File: src/logic/mfs_pkg.sv
// Package: constants, encodings and carriers of the motor fault supervisor
package mfs_pkg;

  // ********************************************************************
  // Clock and restart timing
  // ********************************************************************
  localparam int unsigned CLK_PERIOD_NS = 40;
  localparam int unsigned NS_PER_MS     = 1000000;
  localparam int unsigned CYC_PER_MS    = NS_PER_MS / CLK_PERIOD_NS;
  localparam int unsigned MS_W          = 14;
  // Restart times in milliseconds, codes 000 to 111
  localparam logic [MS_W-1:0] RESTART_MS0 = 14'h0000;
  localparam logic [MS_W-1:0] RESTART_MS1 = 14'h01F4;
  localparam logic [MS_W-1:0] RESTART_MS2 = 14'h03E8;
  localparam logic [MS_W-1:0] RESTART_MS3 = 14'h05DC;
  localparam logic [MS_W-1:0] RESTART_MS4 = 14'h07D0;
  localparam logic [MS_W-1:0] RESTART_MS5 = 14'h0FA0;
  localparam logic [MS_W-1:0] RESTART_MS6 = 14'h1B58;
  localparam logic [MS_W-1:0] RESTART_MS7 = 14'h2710;

  // ********************************************************************
  // Register map and fault flag positions
  // ********************************************************************
  localparam logic [7:0] FAULT_FLAGS_ADDR = 8'h00;
  localparam logic [7:0] FAULT_FLAGS_RST  = 8'h00;
  localparam int unsigned FLG_START = 0;
  localparam int unsigned FLG_UNDER = 1;
  localparam int unsigned FLG_OVER  = 2;
  localparam int unsigned FLG_OCUR  = 3;
  localparam int unsigned FLG_THERM = 4;
  localparam int unsigned FLG_PUMP  = 5;
  localparam int unsigned START_ROUNDS = 4;

  // ********************************************************************
  // Speed thresholds, rotation frequency in units of 0.1 Hz
  // ********************************************************************
  localparam int unsigned FREQ_W = 16;
  localparam logic [FREQ_W-1:0] MAX_SPEED_LIMIT_0 = 16'h1D4C;
  localparam logic [FREQ_W-1:0] MAX_SPEED_LIMIT_1 = 16'h3A98;
  localparam logic [FREQ_W-1:0] MAX_SPEED_LIMIT_2 = 16'h7530;
  localparam logic [1:0]        MAX_SPEED_LIMIT_NONE = 2'h3;
  localparam logic [FREQ_W-1:0] FST_0 = 16'h0010;
  localparam logic [FREQ_W-1:0] FST_1 = 16'h0020;
  localparam logic [FREQ_W-1:0] FST_2 = 16'h0040;
  localparam logic [FREQ_W-1:0] FST_3 = 16'h0080;

  // ********************************************************************
  // Types
  // ********************************************************************
  typedef enum logic [2:0] {
    MFS_RUN  = 3'b001,
    MFS_ERR  = 3'b010,
    MFS_HALT = 3'b100
  } mfs_state_e;

  typedef enum logic [1:0] {
    MFS_GATE_NORMAL = 2'h0,
    MFS_GATE_OFF    = 2'h1,
    MFS_GATE_BRAKE  = 2'h2
  } mfs_gate_e;

  typedef struct packed {
    logic       recover_latched;
    logic       stall_reaction_sel;
    logic       alert_invert;
    logic [2:0] restart_delay_sel;
    logic [1:0] max_speed_limit;
    logic [1:0] forced_commutation_freq;
    logic       startup_check_disable;
  } mfs_cfg_s;

  typedef struct packed {
    logic              supply_undervolt;
    logic              overcurrent;
    logic              pump_undervolt_detect;
    logic              thermal_trip;
    logic              sensorless_run;
    logic              round_done;
    logic              speed_zero;
    logic              standby;
    logic [FREQ_W-1:0] rot_freq;
  } mfs_sense_s;

endpackage

File: src/logic/mfs_restart_timer.sv
// Restart timer: counts the selected restart delay in milliseconds
`timescale 1ns/1ns
`default_nettype none
module mfs_restart_timer #(
  parameter int unsigned CYC_MS = mfs_pkg::CYC_PER_MS
) (
  input  wire logic       mclk,
  input  wire logic       sys_rst,
  input  wire logic       ce,
  input  wire logic       start,
  input  wire logic [2:0] code,
  output logic            done
);
  import mfs_pkg::*;

  initial begin
    if (CYC_MS < 1) begin
      $error("CYC_MS must be at least one");
    end
  end

  function automatic logic [MS_W-1:0] restart_ms(input logic [2:0] c);
    logic [MS_W-1:0] t;
    t = RESTART_MS0;
    unique case (c)
      3'h0: t = RESTART_MS0;
      3'h1: t = RESTART_MS1;
      3'h2: t = RESTART_MS2;
      3'h3: t = RESTART_MS3;
      3'h4: t = RESTART_MS4;
      3'h5: t = RESTART_MS5;
      3'h6: t = RESTART_MS6;
      3'h7: t = RESTART_MS7;
    endcase
    return t;
  endfunction

  logic [31:0]     pre;
  logic [MS_W-1:0] ms_cnt;
  logic [MS_W-1:0] target;

  assign target = restart_ms(code);

  // ********************************************************************
  // Millisecond prescaler and delay counter
  // ********************************************************************
  always_ff @(posedge mclk or posedge sys_rst) begin
    if (sys_rst) begin
      pre    <= 32'h0;
      ms_cnt <= 14'h0;
    end else if (ce) begin
      if (start || done) begin
        pre    <= 32'h0;
        ms_cnt <= 14'h0;
      end else if (pre == CYC_MS - 1) begin
        pre    <= 32'h0;
        ms_cnt <= ms_cnt + 14'h1;
      end else begin
        pre <= pre + 32'h1;
      end
    end
  end

  always_ff @(posedge mclk or posedge sys_rst) begin
    if (sys_rst) begin
      done <= 1'b0;
    end else if (ce) begin
      // Done stays up until the next start; counting halts meanwhile
      if (start) begin
        done <= 1'b0;
      end else if (ms_cnt >= target) begin
        done <= 1'b1;
      end
    end
  end
endmodule
`default_nettype wire

File: src/logic/mfs_supervisor.sv
// Motor fault supervisor: fault detection, error mode, recovery and alert
`timescale 1ns/1ns
`default_nettype none
module mfs_supervisor #(
  parameter int unsigned CYC_MS = mfs_pkg::CYC_PER_MS
) (
  input  wire logic               mclk,
  input  wire logic               sys_rst,
  input  wire logic               ce,
  input  wire mfs_pkg::mfs_cfg_s   cfg,
  input  wire mfs_pkg::mfs_sense_s sense,
  output logic [7:0]              fault_flags,
  output var mfs_pkg::mfs_gate_e   gate_mode,
  output logic                    halt,
  output logic                    error_mode,
  output logic                    alert_out,
  output logic                    alert_oe
);
  import mfs_pkg::*;

  initial begin
    if (CYC_MS < 1) begin
      $error("CYC_MS must be at least one");
    end
  end

  // ********************************************************************
  // Threshold and reaction functions
  // ********************************************************************
  function automatic logic [FREQ_W-1:0] max_limit(input logic [1:0] c);
    logic [FREQ_W-1:0] f;
    f = MAX_SPEED_LIMIT_0;
    unique case (c)
      2'h0: f = MAX_SPEED_LIMIT_0;
      2'h1: f = MAX_SPEED_LIMIT_1;
      2'h2: f = MAX_SPEED_LIMIT_2;
      2'h3: f = MAX_SPEED_LIMIT_2;
    endcase
    return f;
  endfunction

  function automatic logic [FREQ_W-1:0] min_limit(input logic [1:0] c);
    logic [FREQ_W-1:0] f;
    f = FST_0;
    unique case (c)
      2'h0: f = FST_0;
      2'h1: f = FST_1;
      2'h2: f = FST_2;
      2'h3: f = FST_3;
    endcase
    return f;
  endfunction

  function automatic mfs_gate_e gate_fn(input logic [7:0] fl,
                                        input logic       brk);
    mfs_gate_e g;
    g = MFS_GATE_NORMAL;
    if (fl[FLG_PUMP:FLG_OVER] != 4'h0) begin
      g = MFS_GATE_OFF;
    end else if (fl[FLG_UNDER:FLG_START] != 2'h0) begin
      g = brk ? MFS_GATE_BRAKE : MFS_GATE_OFF;
    end
    return g;
  endfunction

  // ********************************************************************
  // Detection
  // ********************************************************************
  mfs_state_e state;
  mfs_state_e next_state;
  logic [7:0] det;
  logic [7:0] next_flags;
  logic [2:0] rounds;
  logic       any_det;
  logic       release_ev;
  logic       hard_clear;
  logic       timer_done;
  logic       timer_start;
  logic       inv_q;

  always_comb begin
    det = 8'h00;
    det[FLG_OCUR]  = sense.overcurrent;
    det[FLG_THERM] = sense.thermal_trip;
    det[FLG_PUMP]  = sense.pump_undervolt_detect;
    det[FLG_OVER]  = (cfg.max_speed_limit != MAX_SPEED_LIMIT_NONE) &&
                     (sense.rot_freq > max_limit(cfg.max_speed_limit));
    // Underspeed only means something once sensorless drive runs
    det[FLG_UNDER] = sense.sensorless_run &&
                     (sense.rot_freq < min_limit(cfg.forced_commutation_freq));
    det[FLG_START] = !cfg.startup_check_disable &&
                     (rounds == 3'(START_ROUNDS));
  end

  assign any_det    = det != 8'h00;
  assign release_ev = sense.speed_zero || sense.standby;
  // A hard fault stays until its own cause is gone
  assign hard_clear = !((fault_flags[FLG_OCUR]  && sense.overcurrent) ||
                        (fault_flags[FLG_THERM] && sense.thermal_trip) ||
                        (fault_flags[FLG_PUMP]  &&
                         sense.pump_undervolt_detect));

  always_ff @(posedge mclk or posedge sys_rst) begin
    if (sys_rst) begin
      rounds <= 3'h0;
    end else if (ce) begin
      if (state != MFS_RUN || sense.sensorless_run) begin
        rounds <= 3'h0;
      end else if (sense.round_done && rounds != 3'(START_ROUNDS)) begin
        rounds <= rounds + 3'h1;
      end
    end
  end

  // ********************************************************************
  // Mode sequencing
  // ********************************************************************
  always_comb begin
    next_state = state;
    next_flags = fault_flags;
    unique case (state)
      MFS_RUN: begin
        if (any_det) begin
          next_state = MFS_ERR;
          next_flags = det;
        end
      end
      MFS_ERR: begin
        next_flags = fault_flags | det;
        // A fresh detection holds error mode, so no event is lost on exit
        if (!any_det && hard_clear &&
            (release_ev || (!cfg.recover_latched && timer_done))) begin
          next_state = MFS_RUN;
          next_flags = 8'h00;
        end
      end
      MFS_HALT: begin
        next_state = MFS_RUN;
        next_flags = 8'h00;
      end
      default: begin
        next_state = MFS_HALT;
        next_flags = 8'h00;
      end
    endcase
    if (sense.supply_undervolt) begin
      next_state = MFS_HALT;
      next_flags = 8'h00;
    end
  end

  assign timer_start = (state != MFS_ERR) && (next_state == MFS_ERR);

  mfs_restart_timer #(
    .CYC_MS (CYC_MS)
  ) u_timer (
    .mclk    (mclk),
    .sys_rst (sys_rst),
    .ce      (ce),
    .start   (timer_start),
    .code    (cfg.restart_delay_sel),
    .done    (timer_done)
  );

  always_ff @(posedge mclk or posedge sys_rst) begin
    if (sys_rst) begin
      state       <= MFS_RUN;
      fault_flags <= FAULT_FLAGS_RST;
    end else if (ce) begin
      state       <= next_state;
      fault_flags <= next_flags;
    end
  end

  // ********************************************************************
  // Outputs
  // ********************************************************************
  always_ff @(posedge mclk or posedge sys_rst) begin
    if (sys_rst) begin
      gate_mode  <= MFS_GATE_NORMAL;
      halt       <= 1'b0;
      error_mode <= 1'b0;
    end else if (ce) begin
      halt       <= next_state == MFS_HALT;
      error_mode <= next_state == MFS_ERR;
      if (next_state == MFS_HALT) begin
        gate_mode <= MFS_GATE_OFF;
      end else begin
        gate_mode <= gate_fn(next_flags, cfg.stall_reaction_sel);
      end
    end
  end

  // Open drain: the pin is only ever pulled low, never driven high
  always_ff @(posedge mclk or posedge sys_rst) begin
    if (sys_rst) begin
      alert_out <= 1'b0;
      alert_oe  <= 1'b1;
      inv_q     <= 1'b0;
    end else if (ce) begin
      alert_out <= 1'b0;
      inv_q     <= cfg.alert_invert;
      alert_oe  <= cfg.alert_invert == (next_state != MFS_RUN);
    end
  end
endmodule
`default_nettype wire
File: config.mk
export PLATFORM = sky130hd
export DESIGN_NAME = mfs_supervisor
export DESIGN_NICKNAME = d
export VERILOG_FILES = /design/src/logic/mfs_pkg.sv /design/src/logic/mfs_restart_timer.sv /design/src/logic/mfs_supervisor.sv
export SDC_FILE = /design/constraint.sdc
export NUM_CORES = 1
export LEC_CHECK = 0
export ABC_CLOCK_PERIOD_IN_PS = 2600
export BUFFER_PORTS_ARGS = -buffer_cell sky130_fd_sc_hd__buf_2
export CORE_ASPECT_RATIO = 2
export CORE_MARGIN = 2
export CORE_UTILIZATION = 30
export CTS_CLUSTER_SIZE = 30
export DETAILED_ROUTE_END_ITERATION = 7
export GPL_TIMING_DRIVEN = 0
export PLACE_DENSITY_LB_ADDON = 0.15
export SKIP_CTS_REPAIR_TIMING = 1
export SYNTH_ARGS = -nofsm -noshare
export SYNTH_HDL_FRONTEND = slang
export SYNTH_SLANG_ARGS = --single-unit
File: constraint.sdc
create_clock -name mclk -period 2.6 [get_ports mclk]
set_input_delay 0.52 -clock mclk [delete_from_list [all_inputs] [get_ports mclk]]
set_output_delay 0.52 -clock mclk [all_outputs]
set_load 0.02 [all_outputs]
==> flow_summary_export.csv <==
group,metric,value,unit
setup_path,cp.buffers_inverters,3,
clock_network,clk_latency,0.33,ns
clock_network,cts_sinks,64,
global_route,use_met1,16.4,%
logic_synthesis,synth_top_area_share,36.3,%
setup_path,critPathKind,"input pin to flip-flop",
sta,drv_slew,0,
floorplanning,initial_core_util,30.8,%
route,drt-total-wl,12.0,mm
global_route,globalRouteOverflowTotal,0,
floorplanning,num_rows,61,
setup_path,reg2reg_from,"u_timer.pre[12]$_DFFE_PP0P_",
clock_network,cts_tree,"yes",
global_route,antenna_found_initial,0,
setup_path,crit_fanout,5,
sta,tightest_slew,0.809,ns
placed_design,place_ws,-1.04,ns
placed_design,gp_congestion,0.795,
setup_path,crit_family,"compound AO/OA/AOI/OAI gates",
sta,min_period,2.85,ns
floorplanning,die_y,173,µm
floorplanning,die_area,15300,µm²
logic_synthesis,netlist_instances,488,
placed_design,io_buffers,47,
setup_path,path_cells,"buf_8 > nor2b_4 > inv_2 > ha_4 > nand4_1 > a211oi_2 > o31ai_4 > and3_4 > o21a_4 > or4_4 > buf_6 > o31a_1 > o21a_1",
logic_synthesis,ys.flop_type,"dfrtp_1",
outcome,status,"finished with violations",
route,routedWlPerCell,16.0,µm
logic_synthesis,netlist_area,4270,µm²
logic_synthesis,yosys.area.top_type,"dfrtp_1",
logic_synthesis,synth_seq_cells,64,
clock_network,cts_buffer_depth,2,
logic_synthesis,yosys-top-cells-area,"dfrtp_1 (36%), ha_1 (11%), nor2_1 (5.0%)",
sta,clock_skew,0.0111,ns
logic_synthesis,synth_cell_types,55,
setup_path,critPathRequiredTime,2.82,ns
logic_synthesis,synth-seq-area-share,37.6,%
global_route,grt_max_degree,65,
global_route,grt_pass1_wl,19.2,mm
route,drtPass1Iterations,4,
power_and_ir_drop,irDropWorstVdd,0.318,mV
setup_path,endpoint_kind,"flip-flop",
clock_network,cts_buffers,9,
sta,holdWs,0.359,ns
route,via_per_inst,5.07,
setup_path,timing.rr.end,"u_timer.ms_cnt[7]$_DFFE_PP0P_",
finish,layout.cells.most_common,"dfrtp_1",
sta,rsz0062_at_grt,"yes",
route,drc,0,
global_route,use_met2,30.5,%
clock_network,clk_pin_slew_worst_paths,0.05,ns
setup_path,slowest_stage,"or4_4",
sta,setup_viol,50,
setup_path,r2r_setup_slack,-0.11,ns
finish,num_antenna_cells,0,
route,ant_nets,0,
floorplanning,pin_count,52,
power_and_ir_drop,power.density,570,nW/µm²
setup_path,cp-start-kind,"input pin",
finish,syn_to_final_growth,28.9,%
finish,final_nets,633,
global_route,grt_use_met3,2.29,%
finish,nFillCells,1480,
clock_network,cts-root-buf,"clkbuf_16",
global_route,gr-usage-all-layers,16.2,%
floorplanning,core,13900,µm²
logic_synthesis,syn_area_per_cell,8.75,µm²
run,cap_violations,0,
hold_path,min_path_type,"input pin to async pin",
sta,slew_headroom,46.1,%
logic_synthesis,synth_edf_count,0,
power_and_ir_drop,power.total,0.00314,W
finish,final_layout_size_suffix_gt1_share,24.5,%
setup_path,crit_start,"cfg[3]",
global_route,busiest_layer,"met2",
floorplanning,fp.dieW,88.4,µm
route,drt_iter0_markers,129,
power_and_ir_drop,power_leakage,2.47,nW
setup_path,cp.depth,13,
clock_network,htree_levels,3,
setup_path,reg2regPathDepth,9,
sta,fmax,351,MHz
placed_design,dp_hpwl,9.17,mm
sta,post-route-period-util,110,%
setup_path,critPathMaxStageDelay,0.42,ns
finish,final_cell_mix,"dfrtp_1 (62), nor2_1 (52), nand2_1 (49)",
sta,fin_setup_tns,-4.09,ns
sta,layout_setup_ws,-0.251,ns
outcome,violations,"negative setup slack",
setup_path,endpoint,"u_timer.ms_cnt[7]$_DFFE_PP0P_",
sta,final_hold_viol_count,0,
logic_synthesis,ys_warn_count,0,
route,vias,3820,
logic_synthesis,postSynth.asyncResetShare,100,%
global_route,grt_pass1_vias,3966,
setup_path,crit_arrival,3.07,ns
## area by class of cell
cell class | instances | area [µm²] | area share [%]
Multi-Input combinational cell | 379 | 2780 | 50.5
Sequential cell | 64 | 1600 | 29.1
Timing Repair Buffer | 58 | 377 | 6.84
Clock buffer | 13 | 260 | 4.73
Tap cell | 189 | 236 | 4.30
Buffer | 18 | 120 | 2.18
Inverter | 29 | 111 | 2.02
Clock inverter | 3 | 18.8 | 0.341
## state kept, by name (all words and copies together), names as in the netlist
name and cells:
u_timer.pre 32, u_timer.ms_cnt 14, fault_flags 6, rounds 3
state 3, gate_mode 2, alert_oe 1, error_mode 1
halt 1, u_timer.done 1
## cell families (layout without fill, tap and decap cells)
logic type,Yosys count,after routing,synth area share [%]
fa+ha+maj,36,36,10.5
mux,6,6,1.46
simple gates,205,205,24.2
flops,64,64,37.6
xor+xnor,29,29,5.95
buf+inv,47,121,4.45
other cells,1,3,0.0878
compound gates,100,100,15.8
## synthesized netlist by cell type, types with 12 or more instances
master / number
nand4_1: 15
o21ai_0: 23
nand2_1: 50
dfrtp_1: 62
and3_1: 12
nand3_1: 17
inv_1: 28
nor2_1: 57
a21oi_1: 22
clkbuf_1: 13
ha_1: 36
xor2_1: 18
## metal layers
layer	routed length [µm]	vias up	share of wire, %
met5	0	-	0
met4	371	0	3.1
met3	325	24	2.7
met2	6940	97	58
met1	4400	1816	37
li1	-	1883	-
## where the power goes
| group | internal [W] | switching, W | leakage, nW |
|---|---|---|---|
| logic | 0.000351 | 0.000512 | 1.46 |
| clock network | 0.000696 | 0.000439 | 0.140 |
| registers | 0.00107 | 0.0000651 | 0.869 |
## worst min path at each step
stage / start / end / depth (start not counted)
after global placement: halt$_DFFE_PP0P_ / halt$_DFFE_PP0P_ / 1
final: sys_rst / u_timer.pre[27]$_DFFE_PP0P_ / 2
after detailed placement: halt$_DFFE_PP0P_ / halt$_DFFE_PP0P_ / 1
after CTS: sys_rst / rounds[2]$_DFFE_PP0P_ / 2
after floorplan: rounds[2]$_DFFE_PP0P_ / rounds[2]$_DFFE_PP0P_ / 1
after global routing: sys_rst / u_timer.pre[28]$_DFFE_PP0P_ / 2
## stage by stage
step | std cells | area, µm² | utilization [%]
detailed placement | 726 | 4830 | 34.8
global placement | 726 | 4830 | 34.7
CTS | 742 | 5110 | 36.8
global route | 753 | 5510 | 39.6
floorplan | 490 | 4350 | -
finish | 753 | 5510 | 39.6
No activity file was read; power rests on OpenSTA's default activity.
